==> config.mk <==
export PLATFORM = sky130hd
export DESIGN_NAME = cie_core
export DESIGN_NICKNAME = d
export VERILOG_FILES = /design/src/cie_pkg.sv /design/src/cie_phase.sv /design/src/cie_core.sv
export SDC_FILE = /design/constraint.sdc
export NUM_CORES = 1
export LEC_CHECK = 0
export BUFFER_PORTS_ARGS = -buffer_cell sky130_fd_sc_hd__clkbuf_2
export CORE_ASPECT_RATIO = 0.5
export CORE_MARGIN = 2
export CORE_UTILIZATION = 30
export CTS_BUF_LIST = sky130_fd_sc_hd__clkbuf_2
export DETAILED_ROUTE_END_ITERATION = 8
export GPL_TIMING_DRIVEN = 1
export SYNTH_ARGS = -nofsm -noshare
export SYNTH_HDL_FRONTEND = slang
export SYNTH_SLANG_ARGS = --single-unit
==> constraint.sdc <==
create_clock -name hclk -period 3.7 [get_ports hclk]
set_input_delay 0.555 -clock hclk [delete_from_list [all_inputs] [get_ports hclk]]
set_output_delay 0.555 -clock hclk [all_outputs]
set_load 0.05 [all_outputs]
==> src/cie_pkg.sv <==
// Shared constants, types and decode helpers for the core execute slice
package cie_pkg;
  // Instruction cycle length in clocks
  localparam int unsigned PHASES = 4;

  // Register byte offsets on the bus
  localparam logic [7:0] OFS_CTRL = 8'h00;
  localparam logic [7:0] OFS_ACC = 8'h04;
  localparam logic [7:0] OFS_BANK = 8'h08;
  localparam logic [7:0] OFS_STATUS = 8'h0c;
  localparam logic [7:0] OFS_PTR0 = 8'h10;
  localparam logic [7:0] OFS_PTR1 = 8'h14;
  localparam logic [7:0] OFS_PTR2 = 8'h18;
  localparam logic [7:0] OFS_STATE = 8'h1c;

  // Control bits
  localparam int unsigned CTRL_EXT = 0;
  localparam int unsigned CTRL_RUN = 1;
  localparam logic [1:0] CTRL_RST = 2'h0;

  // Status bits
  localparam int unsigned ST_C = 0;
  localparam int unsigned ST_DC = 1;
  localparam int unsigned ST_Z = 2;
  localparam int unsigned ST_OV = 3;
  localparam int unsigned ST_N = 4;
  localparam logic [4:0] STATUS_RST = 5'h00;
  localparam logic [7:0] ACC_RST = 8'h00;
  localparam logic [3:0] BANK_RST = 4'h0;
  localparam logic [11:0] PTR_RST = 12'h000;

  // Instruction fields
  localparam int unsigned BIT_DIR = 9;
  localparam int unsigned BIT_ACC = 8;
  localparam logic [1:0] PTR_NONE = 2'h3;

  // Addressing
  localparam logic [7:0] INDEXED_MAX = 8'h5f;
  localparam logic [7:0] ACCESS_SPLIT = 8'h60;
  localparam logic [3:0] ACCESS_LOW = 4'h0;
  localparam logic [3:0] ACCESS_HIGH = 4'hf;
  localparam logic [11:0] ACC_LOC_DEF = 12'hfe8;

  // Opcodes
  localparam logic [7:0] OP_OR_LIT = 8'h09;
  localparam logic [7:0] OP_BANK = 8'h01;
  localparam logic [5:0] OP_OR_REG = 6'h04;
  localparam logic [5:0] OP_MOVE = 6'h14;
  localparam logic [5:0] OP_INC_SZ = 6'h0f;
  localparam logic [5:0] OP_INC_SNZ = 6'h12;
  localparam logic [9:0] OP_LDPTR = 10'h3b8;
  localparam logic [3:0] OP_MFF = 4'hc;
  localparam logic [6:0] OP_TWO_A = 7'h77;
  localparam logic [6:0] OP_TWO_B = 7'h76;

  typedef enum logic [3:0] {
    ST_EXEC = 4'b0001,
    ST_WORD2 = 4'b0010,
    ST_SKIP = 4'b0100,
    ST_SKIP2 = 4'b1000
  } cie_state_t;

  typedef struct packed {
    logic re;
    logic [11:0] addr;
  } cie_dm_rd_t;

  typedef struct packed {
    logic we;
    logic [11:0] addr;
    logic [7:0] data;
  } cie_dm_wr_t;

  // True for opcodes that occupy two program words
  function automatic logic is_two_word(input logic [15:0] w);
    return (w[15:12] == OP_MFF) || (w[15:9] == OP_TWO_A) || (w[15:9] == OP_TWO_B);
  endfunction : is_two_word
endpackage : cie_pkg

==> src/cie_phase.sv <==
// Four-phase sequencer of the instruction cycle
`timescale 1ns/1ps
module cie_phase (
  input wire logic hclk,
  input wire logic hresetn,
  input wire logic run,
  output logic [3:0] q
);
  logic [3:0] q_r, q_nxt;

  // Rotate one-hot phase only while running; a halt freezes mid-cycle
  always_comb begin
    q_nxt = q_r;
    if (run) begin
      q_nxt = {q_r[2:0], q_r[3]};
    end
  end

  always_ff @(posedge hclk or negedge hresetn) begin
    if (!hresetn) begin
      q_r <= 4'h1;
    end else begin
      q_r <= q_nxt;
    end
  end

  // Gated so that a halted core sees no phase at all
  assign q = q_r & {4{run}};
endmodule : cie_phase

==> src/cie_core.sv <==
// Decode and execute slice: or, move, increment-skip, pointer, bank and file moves
`timescale 1ns/1ps
// Notes on behaviour
// - Or-literal ORs accumulator with low instruction byte into accumulator.
// - Or-register ORs accumulator with memory byte, result to chosen destination.
// - Direction bit 0 writes accumulator, 1 writes back the register.
// - Access bit 0 uses access bank, 1 takes upper bits from bank selector.
// - Access bit 0 with extended set: offsets up to 95 are pointer-indexed.
// - The 8-bit register field reaches all of the current 256-byte bank.
// - Register move copies the byte to accumulator or back to itself.
// - Register move decodes as 010100, direction, access, 8-bit address.
// - Both ORs and the move set only negative and zero flags.
// - Pointer load writes high part in cycle one, low byte in cycle two.
// - File-to-file move carries full 12-bit source and destination.
// - File-to-file move accepts the accumulator as source or destination.
// - File-to-file reads source in cycle one, writes destination in cycle two.
// - Bank load puts its literal into the bank selector in one cycle.
// - Upper four bits of the bank selector always read zero.
module cie_core #(
  parameter logic [11:0] ACC_LOC = cie_pkg::ACC_LOC_DEF
) (
  input wire logic hclk,
  input wire logic hresetn,
  input wire logic hsel,
  input wire logic [31:0] haddr,
  input wire logic [1:0] htrans,
  input wire logic hwrite,
  input wire logic [2:0] hsize,
  input wire logic [31:0] hwdata,
  input wire logic hready,
  output logic hreadyout,
  output logic hresp,
  output logic [31:0] hrdata,
  input wire logic [15:0] instr_word,
  output logic instr_take,
  output cie_pkg::cie_dm_rd_t dm_rd,
  input wire logic [7:0] dm_rdata,
  output cie_pkg::cie_dm_wr_t dm_wr
);
  logic [3:0] q;
  cie_pkg::cie_state_t st_r, st_nxt;
  logic [15:0] ir_r, ir_nxt;
  logic [7:0] opnd_r, opnd_nxt, res_r, res_nxt, acc_r, acc_nxt;
  logic [3:0] bank_r, bank_nxt;
  logic [4:0] stat_r, stat_nxt;
  logic [1:0] ctrl_r, ctrl_nxt, pidx_r, pidx_nxt;
  logic pmff_r, pmff_nxt;
  logic [11:0] ptr_r [3];
  logic [11:0] ptr_nxt [3];
  cie_pkg::cie_dm_rd_t rd_r, rd_nxt;
  cie_pkg::cie_dm_wr_t wr_r, wr_nxt;
  logic bw_r, bw_nxt;
  logic [7:0] ba_r, ba_nxt;
  logic [31:0] hrdata_r, hrdata_nxt;
  logic [15:0] w;
  logic exec, word2, d_or_lit, d_bank, d_or_reg, d_move, d_inc_z, d_inc_nz;
  logic d_byte, d_ldptr, d_mff, bus_ph, skip_hit;

  cie_phase u_phase (
    .hclk(hclk),
    .hresetn(hresetn),
    .run(ctrl_r[cie_pkg::CTRL_RUN]),
    .q(q)
  );

  // Operand address of a byte-oriented instruction
  function automatic logic [11:0] eff_addr(input logic [7:0] f, input logic a,
                                           input logic ext, input logic [3:0] bk,
                                           input logic [11:0] p2);
    logic [11:0] r;
    r = 12'h000;
    if (a) begin
      r = {bk, f};
    end else if (ext && f <= cie_pkg::INDEXED_MAX) begin
      r = p2 + {4'h0, f};
    end else if (f < cie_pkg::ACCESS_SPLIT) begin
      r = {cie_pkg::ACCESS_LOW, f};
    end else begin
      r = {cie_pkg::ACCESS_HIGH, f};
    end
    return r;
  endfunction : eff_addr

  // Decode the word being taken in decode phase, else the held one
  assign w = q[0] ? instr_word : ir_r;
  assign exec = st_r == cie_pkg::ST_EXEC;
  assign word2 = st_r == cie_pkg::ST_WORD2;
  assign d_or_lit = w[15:8] == cie_pkg::OP_OR_LIT;
  assign d_bank = w[15:8] == cie_pkg::OP_BANK;
  assign d_or_reg = w[15:10] == cie_pkg::OP_OR_REG;
  assign d_move = w[15:10] == cie_pkg::OP_MOVE;
  assign d_inc_z = w[15:10] == cie_pkg::OP_INC_SZ;
  assign d_inc_nz = w[15:10] == cie_pkg::OP_INC_SNZ;
  assign d_byte = d_or_reg | d_move | d_inc_z | d_inc_nz;
  assign d_ldptr = w[15:6] == cie_pkg::OP_LDPTR;
  assign d_mff = w[15:12] == cie_pkg::OP_MFF;
  assign skip_hit = (d_inc_z && res_r == 8'h00) || (d_inc_nz && res_r != 8'h00);

  // Core next state: software writes first, then the running instruction
  always_comb begin
    st_nxt = st_r;
    ir_nxt = ir_r;
    opnd_nxt = opnd_r;
    res_nxt = res_r;
    acc_nxt = acc_r;
    bank_nxt = bank_r;
    stat_nxt = stat_r;
    ctrl_nxt = ctrl_r;
    pidx_nxt = pidx_r;
    pmff_nxt = pmff_r;
    ptr_nxt = ptr_r;
    rd_nxt = rd_r;
    wr_nxt = wr_r;
    if (bw_r) begin
      case (ba_r)
        cie_pkg::OFS_CTRL: ctrl_nxt = hwdata[1:0];
        cie_pkg::OFS_ACC: acc_nxt = hwdata[7:0];
        cie_pkg::OFS_BANK: bank_nxt = hwdata[3:0];
        cie_pkg::OFS_STATUS: stat_nxt = hwdata[4:0];
        default: ;
      endcase
    end
    // Decode phase: latch the word and launch the operand read
    if (q[0]) begin
      ir_nxt = instr_word;
      rd_nxt.re = 1'b0;
      if (exec && d_byte) begin
        rd_nxt.re = 1'b1;
        rd_nxt.addr = eff_addr(w[7:0], w[cie_pkg::BIT_ACC], ctrl_r[cie_pkg::CTRL_EXT],
                               bank_r, ptr_r[2]);
      end else if (exec && d_mff) begin
        rd_nxt.re = w[11:0] != ACC_LOC;
        rd_nxt.addr = w[11:0];
      end
    end
    // Read phase: a second word never reads
    if (q[1]) begin
      if (rd_r.re) begin
        opnd_nxt = dm_rdata;
      end else if (exec && d_mff) begin
        opnd_nxt = acc_r;
      end
      rd_nxt.re = 1'b0;
    end
    // Process phase: form the result and queue the memory write
    if (q[2]) begin
      if (d_or_lit) begin
        res_nxt = acc_r | w[7:0];
      end else if (d_or_reg) begin
        res_nxt = acc_r | opnd_r;
      end else if (d_move) begin
        res_nxt = opnd_r;
      end else begin
        res_nxt = opnd_r + 8'h01;
      end
      if (exec && d_byte && w[cie_pkg::BIT_DIR]) begin
        wr_nxt = '{1'b1, rd_r.addr, res_nxt};
      end else if (word2 && pmff_r && w[11:0] != ACC_LOC) begin
        wr_nxt = '{1'b1, w[11:0], opnd_r};
      end
    end
    // Write phase: commit registers and pick the next cycle's role
    if (q[3]) begin
      wr_nxt.we = 1'b0;
      case (st_r)
        cie_pkg::ST_EXEC: begin
          if (d_or_lit || (d_byte && !w[cie_pkg::BIT_DIR])) begin
            acc_nxt = res_r;
          end
          if (d_or_lit || d_or_reg || d_move) begin
            stat_nxt[cie_pkg::ST_N] = res_r[7];
            stat_nxt[cie_pkg::ST_Z] = res_r == 8'h00;
          end
          if (d_bank) begin
            bank_nxt = w[3:0];
          end
          if (d_ldptr) begin
            pidx_nxt = w[5:4];
            pmff_nxt = 1'b0;
            st_nxt = cie_pkg::ST_WORD2;
            if (w[5:4] != cie_pkg::PTR_NONE) begin
              ptr_nxt[w[5:4]][11:8] = w[3:0];
            end
          end
          if (d_mff) begin
            pmff_nxt = 1'b1;
            st_nxt = cie_pkg::ST_WORD2;
          end
          if (skip_hit) begin
            st_nxt = cie_pkg::ST_SKIP;
          end
        end
        cie_pkg::ST_WORD2: begin
          if (pmff_r && w[11:0] == ACC_LOC) begin
            acc_nxt = opnd_r;
          end else if (!pmff_r && pidx_r != cie_pkg::PTR_NONE) begin
            ptr_nxt[pidx_r][7:0] = w[7:0];
          end
          st_nxt = cie_pkg::ST_EXEC;
        end
        cie_pkg::ST_SKIP: begin
          st_nxt = cie_pkg::is_two_word(w) ? cie_pkg::ST_SKIP2 : cie_pkg::ST_EXEC;
        end
        default: st_nxt = cie_pkg::ST_EXEC;
      endcase
    end
  end

  always_ff @(posedge hclk or negedge hresetn) begin
    if (!hresetn) begin
      st_r <= cie_pkg::ST_EXEC;
      ir_r <= 16'h0000;
      opnd_r <= 8'h00;
      res_r <= 8'h00;
      acc_r <= cie_pkg::ACC_RST;
      bank_r <= cie_pkg::BANK_RST;
      stat_r <= cie_pkg::STATUS_RST;
      ctrl_r <= cie_pkg::CTRL_RST;
      pidx_r <= 2'h0;
      pmff_r <= 1'b0;
      for (int i = 0; i < 3; i++) begin
        ptr_r[i] <= cie_pkg::PTR_RST;
      end
      rd_r <= '0;
      wr_r <= '0;
    end else begin
      st_r <= st_nxt;
      ir_r <= ir_nxt;
      opnd_r <= opnd_nxt;
      res_r <= res_nxt;
      acc_r <= acc_nxt;
      bank_r <= bank_nxt;
      stat_r <= stat_nxt;
      ctrl_r <= ctrl_nxt;
      pidx_r <= pidx_nxt;
      pmff_r <= pmff_nxt;
      ptr_r <= ptr_nxt;
      rd_r <= rd_nxt;
      wr_r <= wr_nxt;
    end
  end

  // Bus slave: zero wait; reads other than state use next values so a write just ahead is seen
  assign bus_ph = hsel && htrans[1] && hready;
  always_comb begin
    bw_nxt = bus_ph && hwrite;
    ba_nxt = bus_ph ? haddr[7:0] : ba_r;
    hrdata_nxt = hrdata_r;
    if (bus_ph && !hwrite) begin
      case (haddr[7:0])
        cie_pkg::OFS_CTRL: hrdata_nxt = {30'h0, ctrl_nxt};
        cie_pkg::OFS_ACC: hrdata_nxt = {24'h0, acc_nxt};
        cie_pkg::OFS_BANK: hrdata_nxt = {28'h0, bank_nxt};
        cie_pkg::OFS_STATUS: hrdata_nxt = {27'h0, stat_nxt};
        cie_pkg::OFS_PTR0: hrdata_nxt = {20'h0, ptr_nxt[0]};
        cie_pkg::OFS_PTR1: hrdata_nxt = {20'h0, ptr_nxt[1]};
        cie_pkg::OFS_PTR2: hrdata_nxt = {20'h0, ptr_nxt[2]};
        cie_pkg::OFS_STATE: hrdata_nxt = {28'h0, st_r};
        default: hrdata_nxt = 32'h0;
      endcase
    end
  end

  always_ff @(posedge hclk or negedge hresetn) begin
    if (!hresetn) begin
      bw_r <= 1'b0;
      ba_r <= 8'h00;
      hrdata_r <= 32'h0;
    end else begin
      bw_r <= bw_nxt;
      ba_r <= ba_nxt;
      hrdata_r <= hrdata_nxt;
    end
  end

  assign hreadyout = 1'b1;
  assign hresp = 1'b0;
  assign hrdata = hrdata_r;
  assign instr_take = q[0];
  assign dm_rd = rd_r;
  assign dm_wr = wr_r;
endmodule : cie_core

==> results.sh, run 1 <==
export IMPL_routabilityCongestion=0.9168
export IMPL_cts_num_sinks=153
export IMPL_fin_crit_ns=3.480
export IMPL_max_cap_violations=0
export IMPL_period_share_pct=94.06
export IMPL_insertion_delay_ns=0.76
export IMPL_grt_antenna_before_repair=1
export IMPL_postCtsSetupBuffers=0
export IMPL_dp_hpwl_mm=20.99
export IMPL_grt_pass1_vias=7280
export IMPL_htreeDepth=4
export IMPL_cellLeakagePower_nw=4.491
export IMPL_power_density_nw_per_um2=300.1
export IMPL_hold_class="input port to flop"
export IMPL_required_ns=4.38
export IMPL_setup_viol=0
export IMPL_vias=7503
export IMPL_worstPathArrival_ns=4.16
export IMPL_port_buffers=92
export IMPL_status="completed"
export IMPL_wirelength_mm=27.60
export IMPL_synthArstFlopShare_pct=100.0
export IMPL_yosys_top_cells_area="dfrtp_1 (43%), mux2_2 (8.1%), mux2i_1 (6.1%)"
export IMPL_synth_seq_area_share_pct=43.49
export IMPL_clock_skew_final_ns=0.04106
export IMPL_n_fill_cell=2955
export IMPL_drc_errors=0
export IMPL_timing_fmax_ghz=0.2873
export IMPL_fp_dieArea_um2=30840
export IMPL_ys_types=83
export IMPL_synth_seq_cells=153
export IMPL_track_usage_pct=18.16
export IMPL_hold_viol=0
export IMPL_layout_drive_gt1_share_pct=25.32
export IMPL_maxSlewHeadroom_pct=18.27
export IMPL_post_route_cell_area_um2=10080
export IMPL_io_pin_count=167
export IMPL_drv_slew=0
export IMPL_tightest_slew_ns=1.221
export IMPL_ir_worst_vdd_mv=0.1477
export IMPL_avgSynthCellArea_um2=10.01
export IMPL_netlist_area_leader_share_pct=42.89
export IMPL_grt_start_max_net_pins=93
export IMPL_nets=1102
export IMPL_critPathCaptureType="flop"
export IMPL_cts_root_buffer="clkbuf_2"
export IMPL_synth_enable_flop_cells=0
export IMPL_cts_tree="done"
export IMPL_clk_pin_slew_ns=0.26
export IMPL_synth_warnings=0
export IMPL_synth_ff_type="dfrtp_1"
export IMPL_grt_ovfl_total=0
export IMPL_firstDrtPassIters=5
export IMPL_netlist_instances=880
export IMPL_dr_first_iter_drc_count=653
export IMPL_core_um2=28960
export IMPL_rsz0062_at_grt="no"
export IMPL_cts_made_buffers=17
export IMPL_cts_buffer_depth=2
export IMPL_power_total_mw=3.024
export IMPL_avgRoutedWirePerCell_um=19.73
export IMPL_rows=44
export IMPL_grt_pass1_wl_mm=43.09
export IMPL_areaGrowthSynthToFinish_pct=14.39
export IMPL_initial_core_util_pct=30.42
export IMPL_cts_resized=0
export IMPL_yosysTopAreaCell="dfrtp_1"
export IMPL_path_class="flop to flop"
export IMPL_synth_area_um2=8810
export IMPL_crit_path_start_kind="flop"
export IMPL_die_h_um=125.2
export IMPL_die_x_um=246.3
export IMPL_final_common_cell="dfrtp_1"
export IMPL_critPathMaxFanout=14
export IMPL_drtAntennaViolNets=0
export IMPL_most_common_layout_cells="dfrtp_1 (151), clkbuf_2 (108), nand2_1 (94)"
export IMPL_finalSetupTns_ns=0
export IMPL_place_area_um2=9798
export IMPL_via_per_inst=5.363
## layer usage
layer	track usage (%)	vias to the layer above	share of wire [%]
met1	25.76	3767	46
met2	28.35	247	46
met4	5.280	0	1.9
li1	-	3460	-
met5	0	-	0
met3	3.156	29	6.2
## synthesized netlist by cell type, types with 5 or more instances
master / count
inv_1: 34
o21ai_1: 6
a21oi_1: 37
o22ai_1: 8
and3_1: 12
buf_4: 25
a221o_1: 8
ha_1: 9
nand4b_1: 8
o21ai_0: 53
mux2i_1: 54
buf_1: 5
nand2_1: 94
nor3_1: 9
nand2b_1: 14
o211ai_1: 6
buf_2: 8
o31ai_1: 5
a41oi_1: 5
clkbuf_1: 21
nor4_1: 9
xnor2_1: 6
nand3_1: 22
nand4_1: 6
a31oi_1: 7
a32oi_1: 8
nor2_1: 51
a211o_1: 6
dfrtp_1: 151
a22oi_1: 25
mux2_2: 63
## worst max-delay path, cell delays in order, from the launching register on
cell and delay (ns):
dfstp_2 0.58, nand2_1 0.15, inv_2 0.32, mux2i_1 0.28, inv_1 0.15, ha_1 0.35
o21ai_0 0.17, a21oi_1 0.08, o21a_1 0.19, o41ai_1 0.49, mux2i_1 0.25, o221ai_1 0.20
a31oi_1 0.22
## power by group
group	switching [mW]	internal, mW
sequential	0.0325	1.72
combinational	0.235	0.109
clock	0.676	0.256
## logic make-up after synthesis
logic type / share of synthesized area, %
xor+xnor: 0.7954
fa+ha+maj: 1.505
flops: 43.49
simple gates: 15.91
buf+inv: 5.610
other cells: 0.08525
mux: 15.00
compound gates: 17.61
## layout make-up
type | count | area, um2 | area share, %
multi-input combinational | 649 | 4563 | 45.28
sequential | 153 | 3831 | 38.02
timing repair buffer | 137 | 829.5 | 8.232
tap | 391 | 489.2 | 4.855
clock inverter | 15 | 141.4 | 1.403
inverter | 36 | 135.1 | 1.341
clock buffer | 17 | 85.08 | 0.8443
antenna | 1 | 2.502 | 0.02483
## registers in the layout (all words and copies together), names as in the netlist, 2 cells and up
signal	flops
acc_r	8
ba_r	8
bank_r	4
ctrl_r	2
dm_rd	13
dm_wr	21
hrdata	12
ir_r	16
opnd_r	8
pidx_r	2
ptr_r	36
res_r	8
st_r	4
stat_r	5
u_phase.q_r	4
## worst paths after layout
check	from	endpoint	slack [ns]	cells after the start
min in group asynchronous	hresetn	ba_r[1]	0.40	2
max in group asynchronous	hresetn	ptr_r[10]	2.39	3
setup / recovery	u_phase.q_r[0]	dm_rd[10]	0.22	12
hold / removal	haddr[7]	ba_r[7]	0.05	2
setup reg to reg	u_phase.q_r[0]	dm_rd[10]	0.22	12
hold reg to reg	ptr_r[16]	ptr_r[16]	0.51	2
## per-stage QoR
step | utilization (%) | hold slack [ns] | instances | worst slack, ns
floorplan | - | 0.2594 | 900 | 0.1886
global placement | 33.84 | 0.4523 | 1361 | 0.2991
detailed placement | 33.84 | 0.4636 | 1361 | 0.3120
CTS | 34.79 | 0.003714 | 1398 | 0.2559
global route | 34.80 | 0.005969 | 1399 | 0.004630
finish | 34.80 | 0.04609 | 1399 | 0.2199
## timing repair
item | CTS | global route
hold buffers | 5 | 0
endpoints found under the setup margin | 0 | 0
endpoints found under the hold margin | 92 | 0
(Power assumes the default switching activity.)
==> run 2, diff against run 1 <==
--- a/config.mk
+++ b/config.mk
@@ -6,7 +6,6 @@
 export NUM_CORES = 1
 export LEC_CHECK = 0
 export BUFFER_PORTS_ARGS = -buffer_cell sky130_fd_sc_hd__clkbuf_2
-export CORE_ASPECT_RATIO = 0.5
 export CORE_MARGIN = 2
 export CORE_UTILIZATION = 30
 export CTS_BUF_LIST = sky130_fd_sc_hd__clkbuf_2
==> constraint.sdc (replaced) <==
create_clock -name hclk -period 3.5 [get_ports hclk]
set_input_delay 0.525 -clock hclk [delete_from_list [all_inputs] [get_ports hclk]]
set_output_delay 0.525 -clock hclk [all_outputs]
set_load 0.05 [all_outputs]
==> run 2 against run 1 <==
Design area rose by 1.4%. First-iteration DRC count increased by 5.1%. Via count is 0.33% lower. Largest cell class unchanged. Clock skew fell by 0.00075 ns. Sequential power rose by 6%. Sequential cell count stayed put. Highest routed layer unchanged. Final cell count grew 0.57%. Wire length rose by 0.94%. Utilization grew 0.70 points. Critical endpoint is now hrdata[1]. Fmax increased by 3.9%. Sequential share of layout area fell by 0.52 points.
==> results.sh, run 2 (same netlist as run 1, synthesis figures left out) <==
export IMPL_status="completed"
export IMPL_grt_start_max_net_pins=83
export IMPL_drc_errors=0
export IMPL_power_total_mw=3.242
export IMPL_critPathMaxFanout=10
export IMPL_avgRoutedWirePerCell_um=19.80
export IMPL_nets=1117
export IMPL_path_class="flop to flop"
export IMPL_dr_first_iter_drc_count=686
export IMPL_drv_slew=0
export IMPL_power_density_nw_per_um2=317.4
export IMPL_clk_pin_slew_ns=0.25
export IMPL_stdcell_count=1407
export IMPL_setup_viol=0
export IMPL_layout_drive_gt1_share_pct=26.61
export IMPL_finalSetupTns_ns=0
export IMPL_cts_tree="done"
export IMPL_hold_viol=0
export IMPL_final_common_cell="dfrtp_1"
export IMPL_pwr_share_seq_pct=57.0
export IMPL_cts_root_buffer="clkbuf_2"
export IMPL_timing_rr_end="hrdata[1]"
export IMPL_dpl_cell_count=1366
export IMPL_largest_register_ffs=36
export IMPL_maxSlewHeadroom_pct=34.49
export IMPL_cp_slowest_cell="a222oi_1"
export IMPL_wirelength_mm=27.86
export IMPL_areaGrowthSynthToFinish_pct=15.96
export IMPL_reg2reg_from="u_phase.q_r[0]"
export IMPL_drtAntennaViolNets=0
export IMPL_clock_skew_final_ns=0.04031
export IMPL_required_ns=4.11
export IMPL_via_per_inst=5.315
export IMPL_cellLeakagePower_nw=4.579
export IMPL_initial_core_util_pct=30.61
export IMPL_grt_ovfl_total=0
export IMPL_die_h_um=175.4
export IMPL_hold_class="input port to flop"
export IMPL_min_path_cells=3
export IMPL_fp_dieArea_um2=30750
export IMPL_rows=62
export IMPL_cts_made_buffers=17
export IMPL_worstPathArrival_ns=3.96
export IMPL_fin_crit_ns=3.348
export IMPL_utilization_pct=35.50
export IMPL_die_x_um=175.4
export IMPL_min_from="dm_rdata[5]"
export IMPL_intPower_mw=2.268
export IMPL_cts_num_sinks=153
export IMPL_ir_worst_vdd_mv=0.1701
export IMPL_timing_fmax_ghz=0.2987
export IMPL_firstDrtPassIters=5
export IMPL_crit_chain="nand2_1 -> buf_4 -> mux2_4 -> a221o_1 -> a221oi_4 -> mux2_2 -> a222oi_1 -> o211ai_1"
export IMPL_grt_antenna_before_repair=1
export IMPL_insertion_delay_ns=0.74
export IMPL_core_um2=28780
export IMPL_grt_pass1_wl_mm=43.06
export IMPL_most_common_layout_cells="dfrtp_1 (151), clkbuf_2 (109), nand2_1 (94)"
export IMPL_max_cap_violations=0
export IMPL_rsz0062_at_grt="no"
export IMPL_power_frac_clock_pct=31.7
export IMPL_period_share_pct=95.66
export IMPL_vias=7478
export IMPL_track_usage_pct=18.25
export IMPL_dp_hpwl_mm=21.19
export IMPL_grt_pass1_vias=7320
export IMPL_holdWs_ns=0.05221
export IMPL_htreeDepth=4
export IMPL_top_register="ptr_r"
export IMPL_port_buffers=92
export IMPL_switching_share_pct=30.06
export IMPL_cpPeakStageDelay_ns=0.60
export IMPL_r2r_worst_path_cells=8
export IMPL_tightest_slew_ns=0.9783
export IMPL_io_pin_count=167
export IMPL_crit_path_start_kind="flop"
export IMPL_critPathCaptureType="flop"
export IMPL_hold_end="opnd_r[5]"
export IMPL_switchingPower_uw=974.6
export IMPL_cts_buffer_depth=2
export IMPL_reg2reg_setup_slack_ns=0.15
export IMPL_routabilityCongestion=0.8971
export IMPL_combPwrFrac_pct=11.3
run 2: metrics by stage:
step           worst slack, ns  instance area [um2]
6_report                0.1518                10220
3_5_place_dp            0.1406                 9883
5_1_grt                0.09019                10220
4_1_cts                0.07313                10180
3_3_place_gp            0.1651                 9883
2_1_floorplan          0.05015                 8889
run 2: timing repair:
item                                    CTS  global route
gates resized for setup                   0             3
setup buffers                             0             2
hold endpoints to repair                 76             0
endpoints found under the setup margin    0            25
hold buffers                              6             0
run 2: power by group through the flow:
stage,clock [mW],sequential (mW),combinational (mW)
floorplan,0,1.89,0.209
global placement,0,1.88,0.360
detailed placement,0,1.88,0.363
CTS,1.05,1.85,0.369
global route,1.13,1.86,0.400
finish,1.03,1.85,0.368
run 2: area by class of cell:
class / count / area, um2
Sequential cell: 153 / 3831
Inverter: 36 / 135.1
Fill cell: 2935 / 18560
Multi-Input combinational cell: 649 / 4587
Clock buffer: 18 / 90.09
Tap cell: 384 / 480.5
Clock inverter: 14 / 145.1
Antenna cell: 1 / 2.502
Timing Repair Buffer: 152 / 944.7
run 2: worst max-delay path, delay by kind of cell, from the launching register on:
| family | cells | cell delay (ns) |
|---|---|---|
| AOI/OAI and AO/OA | 4 | 1.63 |
| muxes | 2 | 0.73 |
| buffers and inverters | 1 | 0.20 |
| and+or+nand+nor | 1 | 0.09 |
| DFF | 1 | 0.58 |
run 2: layer usage:
layer	wire, um	track usage, %
met5	0	0
met4	700	5.521
met3	1683	3.333
met2	12800	28.72
met1	12670	25.49
run 2: worst max-delay path by stage:
stage / startpoint / to / slack, ns / depth (start not counted)
after global routing: ctrl_r[1] / dm_rd[10] / 0.09 / 14
after CTS: u_phase.q_r[0] / dm_rd[11] / 0.07 / 12
after floorplan: u_phase.q_r[0] / dm_rd[10] / 0.05 / 14
after detailed placement: ctrl_r[1] / dm_rd[10] / 0.14 / 11
final: u_phase.q_r[0] / hrdata[1] / 0.15 / 8
after global placement: ctrl_r[1] / dm_rd[10] / 0.17 / 11
==> run 3, diff against run 2 <==
--- a/config.mk
+++ b/config.mk
@@ -10,7 +10,9 @@
 export CORE_UTILIZATION = 30
 export CTS_BUF_LIST = sky130_fd_sc_hd__clkbuf_2
 export DETAILED_ROUTE_END_ITERATION = 8
+export GPL_ROUTABILITY_DRIVEN = 1
 export GPL_TIMING_DRIVEN = 1
+export REMOVE_ABC_BUFFERS = 1
 export SYNTH_ARGS = -nofsm -noshare
 export SYNTH_HDL_FRONTEND = slang
 export SYNTH_SLANG_ARGS = --single-unit
==> constraint.sdc (replaced) <==
create_clock -name hclk -period 3.7 [get_ports hclk]
set_input_delay 0.555 -clock hclk [delete_from_list [all_inputs] [get_ports hclk]]
set_output_delay 0.555 -clock hclk [all_outputs]
set_load 0.05 [all_outputs]
==> run 3 against run 2 <==
Clock-buffer cell count stayed put. Sequential share of layout area is 0.060 points higher. Design area is 0.16% lower. Worst hold slack gained 0.0062 ns. Via count down 1.1%. Wire length shrank 1.8%. Global-route usage decreased by 0.22 points. Power grew 0.89%. Utilization down 0.056 points. First-iteration DRC count down 20%. Register-to-register slack better by 0.21 ns.
==> results.sh, run 3 (same netlist as run 1, synthesis figures left out) <==
export IMPL_period_share_pct=90.15
export IMPL_switching_share_pct=28.20
export IMPL_cts_buffer_depth=2
export IMPL_hold_class="input port to flop"
export IMPL_utilization_pct=35.44
export IMPL_crit_path_start_kind="flop"
export IMPL_dr_first_iter_drc_count=549
export IMPL_critPathCaptureType="flop"
export IMPL_rsz0062_at_grt="no"
export IMPL_drc_errors=0
export IMPL_layout_drive_gt1_share_pct=25.77
export IMPL_holdWs_ns=0.05839
export IMPL_timing_fmax_ghz=0.2998
export IMPL_place_ws_ns=0.4344
export IMPL_clk_pin_slew_ns=0.28
export IMPL_post_route_cell_area_um2=10200
export IMPL_power_frac_clock_pct=35.9
export IMPL_vias=7394
export IMPL_dpl_cell_count=1359
export IMPL_clock_skew_final_ns=0.06086
export IMPL_max_cap_violations=0
export IMPL_fp_dieArea_um2=30750
export IMPL_maxSlewHeadroom_pct=30.70
export IMPL_die_h_um=175.4
export IMPL_grt_start_max_net_pins=85
export IMPL_cts_resized=0
export IMPL_core_um2=28780
export IMPL_firstDrtPassIters=5
export IMPL_io_pin_count=167
export IMPL_setup_ws_ns=0.3646
export IMPL_nets=1108
export IMPL_cts_made_buffers=17
export IMPL_combPwrFrac_pct=10.7
export IMPL_wirelength_mm=27.37
export IMPL_path_class="flop to flop"
export IMPL_pwr_share_seq_pct=53.4
export IMPL_status="completed"
export IMPL_grt_antenna_before_repair=1
export IMPL_port_buffers=92
export IMPL_drv_slew=0
export IMPL_die_x_um=175.4
export IMPL_routabilityCongestion=0.8766
export IMPL_switchingPower_uw=922.5
export IMPL_finalSetupTns_ns=0
export IMPL_drtAntennaViolNets=0
export IMPL_cp_slowest_cell="dfstp_2"
export IMPL_track_usage_pct=18.03
export IMPL_rows=62
export IMPL_avgRoutedWirePerCell_um=19.58
export IMPL_cp_num_buf_inv=3
export IMPL_setup_viol=0
export IMPL_top_register="ptr_r"
export IMPL_cts_num_sinks=153
export IMPL_insertion_delay_ns=0.77
export IMPL_final_common_cell="dfrtp_1"
export IMPL_hold_buffers=6
export IMPL_crit_chain="nand2_1 -> buf_4 -> mux2i_4 -> inv_2 -> ha_1 -> inv_1 -> fa_1 -> nand2b_1 -> a21oi_1 -> o21a_1 -> o41ai_1 -> mux2i_1 -> o221ai_1 -> a31oi_1"
export IMPL_critPathMaxFanout=7
export IMPL_cts_root_buffer="clkbuf_2"
export IMPL_initial_core_util_pct=30.61
export IMPL_via_per_inst=5.289
export IMPL_fin_crit_ns=3.335
export IMPL_largest_register_ffs=36
export IMPL_cts_tree="done"
export IMPL_reg2reg_setup_slack_ns=0.36
export IMPL_hold_viol=0
export IMPL_dp_hpwl_mm=20.95
export IMPL_stdcell_count=1398
export IMPL_cellLeakagePower_nw=4.571
export IMPL_intPower_mw=2.349
export IMPL_place_area_um2=9827
export IMPL_power_total_mw=3.271
export IMPL_postCtsSetupBuffers=0
export IMPL_grt_pass1_wl_mm=42.59
export IMPL_htreeDepth=4
export IMPL_most_common_layout_cells="dfrtp_1 (151), clkbuf_2 (109), nand2_1 (94)"
export IMPL_power_density_nw_per_um2=320.7
export IMPL_cpPeakStageDelay_ns=0.58
export IMPL_required_ns=4.41
export IMPL_critPathTopFamily="compound AO/OA/AOI/OAI gates"
export IMPL_worstPathArrival_ns=4.04
export IMPL_grt_ovfl_total=0
export IMPL_tightest_slew_ns=1.035
export IMPL_ir_worst_vdd_mv=0.1447
export IMPL_grt_pass1_vias=7289
export IMPL_areaGrowthSynthToFinish_pct=15.78
-- run 3: power groups by stage --
stage	logic [mW]	registers, mW	clock network, mW
final	0.350	1.75	1.18
after CTS	0.350	1.75	1.20
after global placement	0.341	1.77	0
after global routing	0.378	1.75	1.27
after floorplan	0.171	1.79	0
after detailed placement	0.344	1.78	0
-- run 3: worst min-delay path: stages --
cell      delay [ns]
clkbuf_2        0.08
mux2i_1         0.05
o21ai_0         0.13
-- run 3: path summary, 6_finish.rpt --
check | from | cells past startpoint | end
worst min register to register | ptr_r[16] | 2 | ptr_r[16]
max in group asynchronous | hresetn | 3 | st_r[0]
min in group asynchronous | hresetn | 2 | ba_r[3]
worst max-delay path | u_phase.q_r[0] | 14 | dm_rd[10]
worst min-delay path | dm_rdata[6] | 3 | opnd_r[6]
worst max register to register | u_phase.q_r[0] | 14 | dm_rd[10]
-- run 3: layout make-up --
cell class | instances | area (um2)
Multi-Input combinational cell | 649 | 4563
Fill cell | 2936 | 18580
Clock buffer | 18 | 90.09
Inverter | 36 | 135.1
Tap cell | 384 | 480.5
Timing Repair Buffer | 143 | 877.1
Antenna cell | 1 | 2.502
Clock inverter | 14 | 220.2
Sequential cell | 153 | 3831
-- run 3: metal layers --
metal  global-route usage, %  share of wire (%)  vias to the layer above
met3                   3.853                6.2                       60
met2                   27.79                 45                      243
met1                   24.33                 44                     3620
met5                       0                  0                        -
li1                        -                  -                     3471
met4                   8.021                4.1                        0
